==> src/design/vmpr_pkg.sv <==
`default_nettype none
package vmpr_pkg;
  // Parameter addresses as seen on the fieldbus.
  localparam logic [15:0] ADDR_MAX_VEL   = 16'h0612;
  localparam logic [15:0] ADDR_ACC       = 16'h0614;
  localparam logic [15:0] ADDR_DEC       = 16'h0616;
  localparam logic [15:0] ADDR_JERK      = 16'h061a;
  localparam logic [15:0] ADDR_ENABLE    = 16'h0656;
  localparam logic [15:0] ADDR_HALT_OPT  = 16'h062e;
  localparam logic [15:0] ADDR_VEL_CMD   = 16'h0700;

  localparam logic [31:0] RST_MAX_VEL    = 32'h00003390;
  localparam logic [31:0] RST_ACC        = 32'h00000258;
  localparam logic [31:0] RST_DEC        = 32'h00000258;
  localparam logic [15:0] RST_JERK       = 16'h0000;
  localparam logic        RST_ENABLE     = 1'b1;
  localparam logic [15:0] RST_HALT_OPT   = 16'h0001;

  localparam logic [15:0] HALT_OPT_DEC   = 16'h0001;
  localparam logic [15:0] HALT_OPT_TORQ  = 16'h0003;
  localparam logic [31:0] DEC_MIN_POS    = 32'h00000078;
  localparam logic [15:0] JERK_MAX_MS    = 16'h0080;

  // Control cycle of the drive; the ramp advances once per cycle.
  localparam int CLK_PERIOD_NS  = 10;
  localparam int CTRL_CYCLE_NS  = 1000;
  localparam int CTRL_CYCLES    = (CTRL_CYCLE_NS + CLK_PERIOD_NS - 1) / CLK_PERIOD_NS;
  localparam int TICK_W         = 16;

  typedef enum logic [2:0] {
    VMPR_MODE_NONE   = 3'h0,
    VMPR_MODE_JOG    = 3'h1,
    VMPR_MODE_PPOS   = 3'h2,
    VMPR_MODE_PVEL   = 3'h3,
    VMPR_MODE_HOMING = 3'h4,
    VMPR_MODE_PTORQ  = 3'h5,
    VMPR_MODE_IPOS   = 3'h6
  } vmpr_mode_t;
endpackage
`default_nettype wire

==> src/design/vmpr_step_if.sv <==
`timescale 1ns/10ps
`default_nettype none
interface vmpr_step_if;
  logic               tick;
  logic signed [31:0] cur;
  logic signed [31:0] tgt;
  logic        [31:0] up_step;
  logic        [31:0] down_step;
  logic signed [31:0] nxt;
  logic               slowing;

  modport tick_src (output tick);
  modport slew     (input cur, input tgt, input up_step, input down_step, output nxt, output slowing);
  modport core     (input tick, input nxt, input slowing, output cur, output tgt, output up_step, output down_step);
endinterface
`default_nettype wire

==> src/design/vmpr_core.sv <==
// What this block does
// - Profile from acceleration, deceleration, maximum velocity; same linear ramps both directions.
// - Jog, profile position and homing always use the profile.
// - Profile velocity uses the profile only when enable is 1; reset value 1.
// - Profile torque and interpolated position never use the profile.
// - Enable and maximum velocity writes refused while power stage is on.
// - Reference velocity clamped to maximum in jog, profile position, profile velocity and homing only, range 1..2147483647, reset 13200.
// - Enable and halt option act at once; other settings latch at next movement start.
// - Writing zero to acceleration or deceleration is ignored.
// - Acceleration and deceleration range 1..2147483647, reset 600.
// - Deceleration floor 1 in profile velocity, 120 in jog, position, homing.
// - Jerk limitation only in jog, profile position and homing.
// - Jerk 0 is off; 1,2,4..128 ms accepted; reset 0.
// - Jerk writes accepted only while operation finished flag is 1.
// - Halt stops the movement in jog, profile position, profile velocity and homing only; clearing Halt lets it resume.
// - Halt comes from a digital input or a fieldbus command.
// - Halt decelerates by deceleration ramp or torque-limited ramp.
// - Halt option 1 ramp, 3 torque; refused while deceleration is active.
`timescale 1ns/10ps
`default_nettype none
module vmpr_core (
  input  wire logic        clk_sys_in,
  input  wire logic        rstn_in,
  input  wire logic [2:0]  op_mode_in,
  input  wire logic        power_stage_en_in,
  input  wire logic        op_finished_in,
  input  wire logic [31:0] target_vel_in,
  input  wire logic        halt_fb_in,
  input  wire logic        halt_di_in,
  input  wire logic        halt_di_assigned_in,
  input  wire logic [31:0] halt_torque_step_in,
  input  wire logic [15:0] prm_addr_in,
  input  wire logic        prm_wr_in,
  input  wire logic        prm_rd_in,
  input  wire logic [31:0] prm_wdata_in,
  output logic      [31:0] prm_rdata_out,
  output logic             prm_ack_out,
  output logic             prm_err_out,
  output logic      [31:0] vel_cmd_out,
  output logic             profile_active_out,
  output logic             jerk_active_out,
  output logic             halt_active_out,
  output logic             decel_active_out,
  output logic             ramp_done_out
);
  typedef struct packed {
    logic        [31:0] max_v;
    logic        [31:0] acc;
    logic        [31:0] dec;
    logic        [15:0] jerk;
    logic               en;
    logic        [15:0] hopt;
    logic        [31:0] max_a;
    logic        [31:0] acc_a;
    logic        [31:0] dec_a;
    logic        [15:0] jerk_a;
    logic signed [31:0] vel;
    logic signed [31:0] out;
    logic               dec_act;
    logic               ack;
    logic               err;
    logic        [31:0] rdata;
  } vmpr_core_state_t;

  vmpr_core_state_t s_q;
  vmpr_core_state_t s_d;

  vmpr_step_if step_if ();

  vmpr_tick u_tick (
    .clk_sys_in (clk_sys_in),
    .rstn_in    (rstn_in),
    .step_if    (step_if)
  );

  vmpr_slew u_slew (
    .step_if (step_if)
  );

  function automatic logic vmpr_is_pos_mode(input logic [2:0] m);
    return (m == vmpr_pkg::VMPR_MODE_JOG) || (m == vmpr_pkg::VMPR_MODE_PPOS) ||
           (m == vmpr_pkg::VMPR_MODE_HOMING);
  endfunction

  function automatic logic vmpr_jerk_ok(input logic [31:0] w);
    logic [15:0] j;
    j = w[15:0];
    return (w[31:16] == 16'h0000) && (j <= vmpr_pkg::JERK_MAX_MS) && ((j & (j - 16'h0001)) == 16'h0000);
  endfunction

  function automatic logic [3:0] vmpr_jerk_shift(input logic [15:0] j);
    logic [3:0] sh;
    sh = 4'h1;
    for (int i = 1; i < 8; i++) begin
      if (j[i]) begin
        sh = 4'(i + 1);
      end
    end
    return sh;
  endfunction

  logic               pos_mode;
  logic               pv_mode;
  logic               halt_req;
  logic               profile_on;
  logic               ramp_run;
  logic               jerk_on;
  logic signed [31:0] max_s;
  logic signed [31:0] tgt_s;
  logic signed [31:0] clamped;
  logic        [31:0] dec_eff;
  logic signed [32:0] jdiff;
  logic signed [32:0] jadj;

  always_comb begin
    pos_mode = vmpr_is_pos_mode(op_mode_in);
    pv_mode  = (op_mode_in == vmpr_pkg::VMPR_MODE_PVEL);
    // Input Halt counts only once the input has been given the Halt function.
    halt_req = halt_fb_in | (halt_di_in & halt_di_assigned_in);
    profile_on = pos_mode | (pv_mode & s_q.en);
    ramp_run   = profile_on | (halt_req & (pos_mode | pv_mode));
    jerk_on    = pos_mode && (s_q.jerk_a != 16'h0000);
    max_s   = $signed(s_q.max_a);
    tgt_s   = $signed(target_vel_in);
    clamped = tgt_s;
    if (tgt_s > max_s) begin
      clamped = max_s;
    end else if (tgt_s < -max_s) begin
      clamped = -max_s;
    end
    dec_eff = s_q.dec_a;
    if (pos_mode && s_q.dec_a < vmpr_pkg::DEC_MIN_POS) begin
      dec_eff = vmpr_pkg::DEC_MIN_POS;
    end
  end

  always_comb begin
    step_if.cur     = s_q.vel;
    step_if.tgt     = halt_req ? 32'sh0 : clamped;
    step_if.up_step = s_q.acc_a;
    // The torque ramp step comes from the current limiter; zero falls back to the ramp.
    if (halt_req && s_q.hopt == vmpr_pkg::HALT_OPT_TORQ && halt_torque_step_in != 32'h0) begin
      step_if.down_step = halt_torque_step_in;
    end else begin
      step_if.down_step = dec_eff;
    end
  end

  always_comb begin
    s_d     = s_q;
    s_d.ack = 1'b0;
    s_d.err = 1'b0;
    jdiff   = '0;
    jadj    = '0;
    if (!ramp_run) begin
      if (pv_mode) begin
        s_d.vel = clamped;
      end else begin
        s_d.vel = tgt_s;
      end
      s_d.dec_act = 1'b0;
    end else if (step_if.tick) begin
      s_d.vel     = step_if.nxt;
      s_d.dec_act = step_if.slowing;
    end
    if (jerk_on && ramp_run) begin
      if (step_if.tick) begin
        // First-order smoothing stands in for a full jerk filter to save area.
        jdiff = {s_d.vel[31], s_d.vel} - {s_q.out[31], s_q.out};
        jadj  = jdiff >>> vmpr_jerk_shift(s_q.jerk_a);
        s_d.out = (jadj == 33'sh0) ? s_d.vel : s_q.out + jadj[31:0];
      end
    end else begin
      s_d.out = s_d.vel;
    end
    if (s_q.vel == 32'sh0 && s_q.out == 32'sh0) begin
      s_d.max_a  = s_q.max_v;
      s_d.acc_a  = s_q.acc;
      s_d.dec_a  = s_q.dec;
      s_d.jerk_a = s_q.jerk;
    end
    if (prm_wr_in) begin
      s_d.ack = 1'b1;
      unique case (prm_addr_in)
        vmpr_pkg::ADDR_MAX_VEL: begin
          if (power_stage_en_in || prm_wdata_in == 32'h0 || prm_wdata_in[31]) begin
            s_d.err = 1'b1;
          end else begin
            s_d.max_v = prm_wdata_in;
          end
        end
        vmpr_pkg::ADDR_ACC: begin
          if (prm_wdata_in[31]) begin
            s_d.err = 1'b1;
          end else if (prm_wdata_in != 32'h0) begin
            s_d.acc = prm_wdata_in;
          end
        end
        vmpr_pkg::ADDR_DEC: begin
          if (prm_wdata_in[31]) begin
            s_d.err = 1'b1;
          end else if (prm_wdata_in != 32'h0) begin
            s_d.dec = prm_wdata_in;
          end
        end
        vmpr_pkg::ADDR_JERK: begin
          if (!op_finished_in || !vmpr_jerk_ok(prm_wdata_in)) begin
            s_d.err = 1'b1;
          end else begin
            s_d.jerk = prm_wdata_in[15:0];
          end
        end
        vmpr_pkg::ADDR_ENABLE: begin
          if (power_stage_en_in || prm_wdata_in[31:1] != 31'h0) begin
            s_d.err = 1'b1;
          end else begin
            s_d.en = prm_wdata_in[0];
          end
        end
        vmpr_pkg::ADDR_HALT_OPT: begin
          if (s_q.dec_act || (prm_wdata_in != 32'(vmpr_pkg::HALT_OPT_DEC) &&
                              prm_wdata_in != 32'(vmpr_pkg::HALT_OPT_TORQ))) begin
            s_d.err = 1'b1;
          end else begin
            s_d.hopt = prm_wdata_in[15:0];
          end
        end
        default: begin
          s_d.err = 1'b1;
        end
      endcase
    end else if (prm_rd_in) begin
      s_d.ack = 1'b1;
      unique case (prm_addr_in)
        vmpr_pkg::ADDR_MAX_VEL:  s_d.rdata = s_q.max_v;
        vmpr_pkg::ADDR_ACC:      s_d.rdata = s_q.acc;
        vmpr_pkg::ADDR_DEC:      s_d.rdata = s_q.dec;
        vmpr_pkg::ADDR_JERK:     s_d.rdata = {16'h0000, s_q.jerk};
        vmpr_pkg::ADDR_ENABLE:   s_d.rdata = {31'h0, s_q.en};
        vmpr_pkg::ADDR_HALT_OPT: s_d.rdata = {16'h0000, s_q.hopt};
        vmpr_pkg::ADDR_VEL_CMD:  s_d.rdata = s_q.out;
        default: begin
          s_d.rdata = 32'h0;
          s_d.err   = 1'b1;
        end
      endcase
    end
  end

  always_ff @(posedge clk_sys_in or negedge rstn_in) begin
    if (!rstn_in) begin
      s_q        <= '0;
      s_q.max_v  <= vmpr_pkg::RST_MAX_VEL;
      s_q.acc    <= vmpr_pkg::RST_ACC;
      s_q.dec    <= vmpr_pkg::RST_DEC;
      s_q.jerk   <= vmpr_pkg::RST_JERK;
      s_q.en     <= vmpr_pkg::RST_ENABLE;
      s_q.hopt   <= vmpr_pkg::RST_HALT_OPT;
      s_q.max_a  <= vmpr_pkg::RST_MAX_VEL;
      s_q.acc_a  <= vmpr_pkg::RST_ACC;
      s_q.dec_a  <= vmpr_pkg::RST_DEC;
      s_q.jerk_a <= vmpr_pkg::RST_JERK;
    end else begin
      s_q <= s_d;
    end
  end

  assign prm_rdata_out      = s_q.rdata;
  assign prm_ack_out        = s_q.ack;
  assign prm_err_out        = s_q.err;
  assign vel_cmd_out        = s_q.out;
  assign profile_active_out = profile_on;
  assign jerk_active_out    = jerk_on;
  assign halt_active_out    = halt_req;
  assign decel_active_out   = s_q.dec_act;
  assign ramp_done_out      = (s_q.vel == step_if.tgt);

  chk_mode_always_on: assert property (@(posedge clk_sys_in) disable iff (!rstn_in)
    vmpr_is_pos_mode(op_mode_in) |-> profile_active_out)
    else $error("profile not active in a positioning mode");

  chk_pv_follows_en: assert property (@(posedge clk_sys_in) disable iff (!rstn_in)
    (op_mode_in == vmpr_pkg::VMPR_MODE_PVEL) |-> (profile_active_out == s_q.en))
    else $error("profile velocity mode ignores enable");

  chk_torque_no_prof: assert property (@(posedge clk_sys_in) disable iff (!rstn_in)
    (op_mode_in == vmpr_pkg::VMPR_MODE_PTORQ || op_mode_in == vmpr_pkg::VMPR_MODE_IPOS) |-> !profile_active_out)
    else $error("profile active in torque or interpolated mode");

  chk_enable_locked: assert property (@(posedge clk_sys_in) disable iff (!rstn_in)
    (prm_wr_in && power_stage_en_in && prm_addr_in == vmpr_pkg::ADDR_ENABLE) |=> ($stable(s_q.en) && prm_err_out))
    else $error("enable changed with power stage on");

  chk_vel_clamped: assert property (@(posedge clk_sys_in) disable iff (!rstn_in)
    (pv_mode || pos_mode) && ramp_run |-> (s_q.vel <= $signed(s_q.max_a) && s_q.vel >= -$signed(s_q.max_a)))
    else $error("profiled velocity above maximum");

  chk_acc_zero_kept: assert property (@(posedge clk_sys_in) disable iff (!rstn_in)
    (prm_wr_in && prm_addr_in == vmpr_pkg::ADDR_ACC && prm_wdata_in == 32'h0) |=> $stable(s_q.acc) ##1 $stable(s_q.acc))
    else $error("zero write altered acceleration");

  chk_jerk_locked: assert property (@(posedge clk_sys_in) disable iff (!rstn_in)
    (prm_wr_in && !op_finished_in && prm_addr_in == vmpr_pkg::ADDR_JERK) |=> ($stable(s_q.jerk) && prm_err_out))
    else $error("jerk changed while mode active");

  chk_jerk_mode_only: assert property (@(posedge clk_sys_in) disable iff (!rstn_in)
    jerk_active_out |-> vmpr_is_pos_mode(op_mode_in))
    else $error("jerk limitation outside positioning modes");

  chk_halt_slows: assert property (@(posedge clk_sys_in) disable iff (!rstn_in)
    (halt_req && ramp_run && s_q.vel != 32'sh0) |=>
      (($past(s_q.vel) > 32'sh0) ? (s_q.vel <= $past(s_q.vel)) : (s_q.vel >= $past(s_q.vel))))
    else $error("velocity grows during halt");

  chk_step_once: assert property (@(posedge clk_sys_in) disable iff (!rstn_in)
    (ramp_run && !step_if.tick) |=> (!$past(ramp_run) || $stable(s_q.vel)))
    else $error("velocity changed between control cycles");

  chk_halt_opt_code: assert property (@(posedge clk_sys_in) disable iff (!rstn_in)
    (prm_wr_in && prm_addr_in == vmpr_pkg::ADDR_HALT_OPT && (s_q.dec_act || prm_wdata_in == 32'h2))
    |=> ($stable(s_q.hopt) && prm_err_out))
    else $error("halt option accepted when it must be refused");
endmodule
`default_nettype wire

==> src/design/vmpr_tick.sv <==
`timescale 1ns/10ps
`default_nettype none
module vmpr_tick (
  input  wire logic          clk_sys_in,
  input  wire logic          rstn_in,
  vmpr_step_if.tick_src      step_if
);
  typedef struct packed {
    logic [vmpr_pkg::TICK_W-1:0] cnt;
    logic                        tick;
  } vmpr_tick_state_t;

  vmpr_tick_state_t s_q;
  vmpr_tick_state_t s_d;

  localparam logic [vmpr_pkg::TICK_W-1:0] LAST = vmpr_pkg::TICK_W'(vmpr_pkg::CTRL_CYCLES - 1);

  always_comb begin
    s_d = s_q;
    s_d.tick = (s_q.cnt == LAST);
    if (s_q.cnt == LAST) begin
      s_d.cnt = '0;
    end else begin
      s_d.cnt = s_q.cnt + 1'b1;
    end
  end

  always_ff @(posedge clk_sys_in or negedge rstn_in) begin
    if (!rstn_in) begin
      s_q <= '0;
    end else begin
      s_q <= s_d;
    end
  end

  assign step_if.tick = s_q.tick;
endmodule
`default_nettype wire

==> src/design/vmpr_slew.sv <==
`timescale 1ns/10ps
`default_nettype none
module vmpr_slew (
  vmpr_step_if.slew step_if
);
  // Wide arithmetic so that a full-scale step never wraps around.
  logic signed [33:0] c;
  logic signed [33:0] t;
  logic signed [33:0] n;
  logic signed [33:0] up;
  logic signed [33:0] dn;

  always_comb begin
    c  = {{2{step_if.cur[31]}}, step_if.cur};
    t  = {{2{step_if.tgt[31]}}, step_if.tgt};
    up = $signed({2'b00, step_if.up_step});
    dn = $signed({2'b00, step_if.down_step});
    n  = c;
    step_if.slowing = 1'b0;
    if (t > c) begin
      step_if.slowing = (c < 0);
      n = (c < 0) ? c + dn : c + up;
      if (n > t) begin
        n = t;
      end
      // A reversal stops at zero first so the deceleration ramp is honoured.
      if (c < 0 && n > 0) begin
        n = '0;
      end
    end else if (t < c) begin
      step_if.slowing = (c > 0);
      n = (c > 0) ? c - dn : c - up;
      if (n < t) begin
        n = t;
      end
      if (c > 0 && n < 0) begin
        n = '0;
      end
    end
    step_if.nxt = n[31:0];
  end
endmodule
`default_nettype wire

==> config.mk <==
export PLATFORM = sky130hd
export DESIGN_NAME = vmpr_core
export DESIGN_NICKNAME = d
export VERILOG_FILES = /design/src/design/vmpr_pkg.sv /design/src/design/vmpr_step_if.sv /design/src/design/vmpr_core.sv /design/src/design/vmpr_tick.sv /design/src/design/vmpr_slew.sv
export SDC_FILE = /design/constraint.sdc
export NUM_CORES = 2
export LEC_CHECK = 0
export BUFFER_PORTS_ARGS = -buffer_cell sky130_fd_sc_hd__clkbuf_2
export CORE_MARGIN = 5
export CORE_UTILIZATION = 59
export DETAILED_ROUTE_END_ITERATION = 10
export GPL_TIMING_DRIVEN = 0
export PLACE_DENSITY = 0.77
export REMOVE_ABC_BUFFERS = 1
export SYNTH_ARGS = -nofsm -noshare
export SYNTH_HDL_FRONTEND = slang
export SYNTH_SLANG_ARGS = --single-unit
==> constraint.sdc <==
create_clock -name clk_sys_in -period 21.9 [get_ports clk_sys_in]
set_input_delay 4.38 -clock clk_sys_in [delete_from_list [all_inputs] [get_ports clk_sys_in]]
set_output_delay 4.38 -clock clk_sys_in [all_outputs]
set_load 0.1 [all_outputs]
==> summary.txt <==
Floorplanning
  • Die Wd: 259.8 um
  • Row Count: 91
  • IO Count: 195
  • DIE AREA: 0.06749 sq mm
  • Initial Utilization: 59.66%
  • Core area: 0.06171 sq mm
  • Die Ht: 259.8 um

Timing
  • Tightest Pin Transition: 2.341 ns
  • Hold Worst Slack: 0.4699 ns
  • TNS Setup: 0 ns
  • RSZ-0062 raised after global routing: false
  • FMAX: 0.04685 GHz
  • Period utilization: 97.46%
  • Final worst slack: 0.5552 ns
  • Tmin final: 21.34 ns
  • Max Slew Vio Count: 6
  • Hold Violations, Final: 0
  • Setup violations, final: 0
  • Clk_skew: 0.02270 ns
  • Relative slew slack: -58.30%

Finish
  • Commonest non-fill, non-tap cell in the layout: nand2_1
  • Layout cell share with drive strength beyond 1: 14.27%
  • Finished Layout Cells: 5,428
  • Area Overhead vs Synth: 8.310%
  • Layout net count: 5,035
  • Finished Core Util: 64.61%
  • Final instance area: 0.03987 sq mm
  • Fillers: 5,494
  • Commonest non-fill, non-tap cells in the layout: 439 x nand2_1, 353 x ha_1, 320 x dfrtp_1, 318 x inv_1, 306 x nor2_1

Run status
  • Status: complete, but fails checks
  • Failing checks: max-capacitance violations, max-slew violations

Clock network
  • Clock transition at the registers of the reported paths: 0.06 ns
  • CTS H-tree lvls: 2
  • CTS Buf Count: 41
  • Clock Tree Buf Depth: 3
  • Clock tree from TritonCTS: yes
  • Clk_lat worst skew: 0.59 ns
  • Root buffer selected by CTS: clkbuf_16
  • CTS Sinks: 353

Place
  • Placed cell count: 5,324
  • Area after DPL: 0.03820 sq mm
  • Placer Congestion: 1.030
  • HPWL Detailed: 111,800 um
  • I/O Buffers: 194
  • Placement Setup Slack: -0.7190 ns

Pwr
  • Leak: 18.11 nW
  • Power Density: 97.13 mW/mm^2
  • Total power: 3.873 mW
  • Peak supply drop: 83.05 uV

Detailed routing
  • Wirelength per Cell: 26.50 um
  • Via count: 37,130
  • Routed wire length: 143,900 um
  • Via/cell ratio: 6.840
  • DRC Markers: 0
  • Drt first-iter violations: 4,606
  • Post-route ant nets: 0
  • Pre-Repair DR Iteration Count: 8

Global routing
  • Vias in the first global route: 34,540
  • First-pass GRT wire length: 210,800 um
  • Largest net degree at the start of global routing: 101
  • Initial antenna violation count: 10
  • Grt total ovfl: 0
  • Total GRT Usage: 40.22%

Synth
  • Seq/Total Area, Yosys: 24.10%
  • Ys Warns: 0
  • Synth Area per Inst: 8.097 sq um
  • Post-synthesis async set-or-reset flop share: 100.0%
  • Post-Synthesis Cell Area: 0.03682 sq mm
  • Dominant synthesized flop cell: dfrtp_1
  • Number of synthesized flops with an enable pin: 0
  • Synth Instances: 4,547
  • Yosys cell types: 108
  • Synthesized flop and latch total: 353

Worst setup path
  • Endpoint type of the worst setup path: flop
  • Max FO, Critical Path: 28
  • Slowest CP cell: mux2i_1
  • R2R Setup Slk: 3.13 ns
  • CP peak stage delay: 0.65 ns
  • Data arrival time of the critical path: 21.81 ns
  • Setup crit start kind: input pin
  • Worst path required time: 22.36 ns
  • WS Path Type: in -> reg

Min path
  • Hold WC Path Type: reg -> reg

Job
  • MaxCap Viol Count: 3
## layer usage
metal  vias to the layer above  global-route usage [%]  wire [um]
met1                     17750                   53.58      55530
met3                       447                   8.709      16650
met4                         4                   21.02       9996
li1                      16660                       -          -
met2                      2271                   61.64      61650
met5                         -                       0         27
## sequential cells by signal (all words and copies together), names as in the netlist
register             cells
s_q                    174
max_s                   32
prm_rdata_out           32
step_if.cur             32
vel_cmd_out             32
step_if.up_step         31
u_tick.s_q              16
decel_active_out         1
prm_ack_out              1
prm_err_out              1
u_tick.step_if.tick      1
## cell type report
type	count	area, sq um	area share [%]
Antenna cell	7	17.52	0.04393
Inverter	322	1214	3.044
Timing Repair inverter	1	5.005	0.01255
Timing Repair Buffer	259	1783	4.471
Clock buffer	54	1146	2.874
Multi-Input combinational cell	3574	25500	63.95
Sequential cell	353	8875	22.26
Tap cell	837	1047	2.626
Clock inverter	21	286.5	0.7186
## synth_stat cells, types with 17 or more instances
master	n	share of area [%]
nor3_1	97	1.3
a31oi_1	39	0.66
and3_1	25	0.42
dfstp_2	30	2.1
o21bai_1	36	0.73
nand2b_1	37	0.63
a221o_1	28	0.76
a21o_1	105	2.1
nor2_1	316	3.2
nand4_1	66	1.1
buf_2	25	0.34
a211o_1	21	0.50
xor2_1	33	0.79
o21a_1	48	0.98
nor4_1	74	1.3
a211oi_1	46	0.94
inv_1	320	3.3
a21oi_1	300	4.1
o221ai_1	17	0.40
or2_2	20	0.34
a22oi_1	29	0.59
a222oi_1	17	0.46
mux2_2	183	5.6
xnor2_1	152	3.6
buf_4	72	1.5
o31ai_1	37	0.75
o21ai_0	293	4.0
nor2b_1	48	0.82
dfrtp_1	323	22
ha_1	353	12
clkbuf_1	195	2.0
or3_1	31	0.53
a221oi_1	42	1.0
o22ai_1	20	0.34
o211ai_1	75	1.5
nand3_1	107	1.5
nand2_1	439	4.5
mux2i_1	109	3.0
and2_1	40	0.68
## cells by family after synthesis
group / after synthesis / share of synthesized area, %
XOR/XNOR: 185 / 4.401
multiplexers: 297 / 8.867
adder cells (fa/ha/maj): 361 / 12.38
AND/OR/NAND/NOR: 1387 / 18.44
AO/OA/AOI/OAI: 1341 / 24.65
flip-flops: 353 / 24.10
buffers and inverters: 623 / 7.171
## final timing paths
path	start	cells past startpoint	endpoint
max in group asynchronous	rstn_in	3	step_if.cur[31]$_DFF_PN0_
setup / recovery	halt_di_in	59	vel_cmd_out[31]$_DFFE_PN0P_
setup reg to reg	s_q[211]$_DFFE_PN1P_	54	vel_cmd_out[31]$_DFFE_PN0P_
hold / removal	u_tick.s_q[16]$_DFF_PN0_	1	u_tick.s_q[16]$_DFF_PN0_
min in group asynchronous	rstn_in	1	s_q[103]$_DFFE_PN0P_
hold reg to reg	u_tick.s_q[16]$_DFF_PN0_	1	u_tick.s_q[16]$_DFF_PN0_
## report_power, final
| part | internal [mW] | switching (mW) |
|---|---|---|
| registers | 0.678 | 0.101 |
| clock network | 0.434 | 0.311 |
| logic | 0.875 | 1.47 |
## critical path, delay by kind of cell
kind            cells  cell delay [ns]
mux                 4             1.51
buf+inv             5             1.19
simple gates       15             4.28
xor+xnor            2             0.50
compound gates     29             8.31
fa+ha+maj           4             1.53
## timing repair
action,CTS,global route
cloned,1,3
endpoints found under the setup margin,1,10
hold buffers,0,0
gates resized for setup,2,4
setup buffers,0,18
pin swaps,0,4
(Power assumes the default switching activity.)
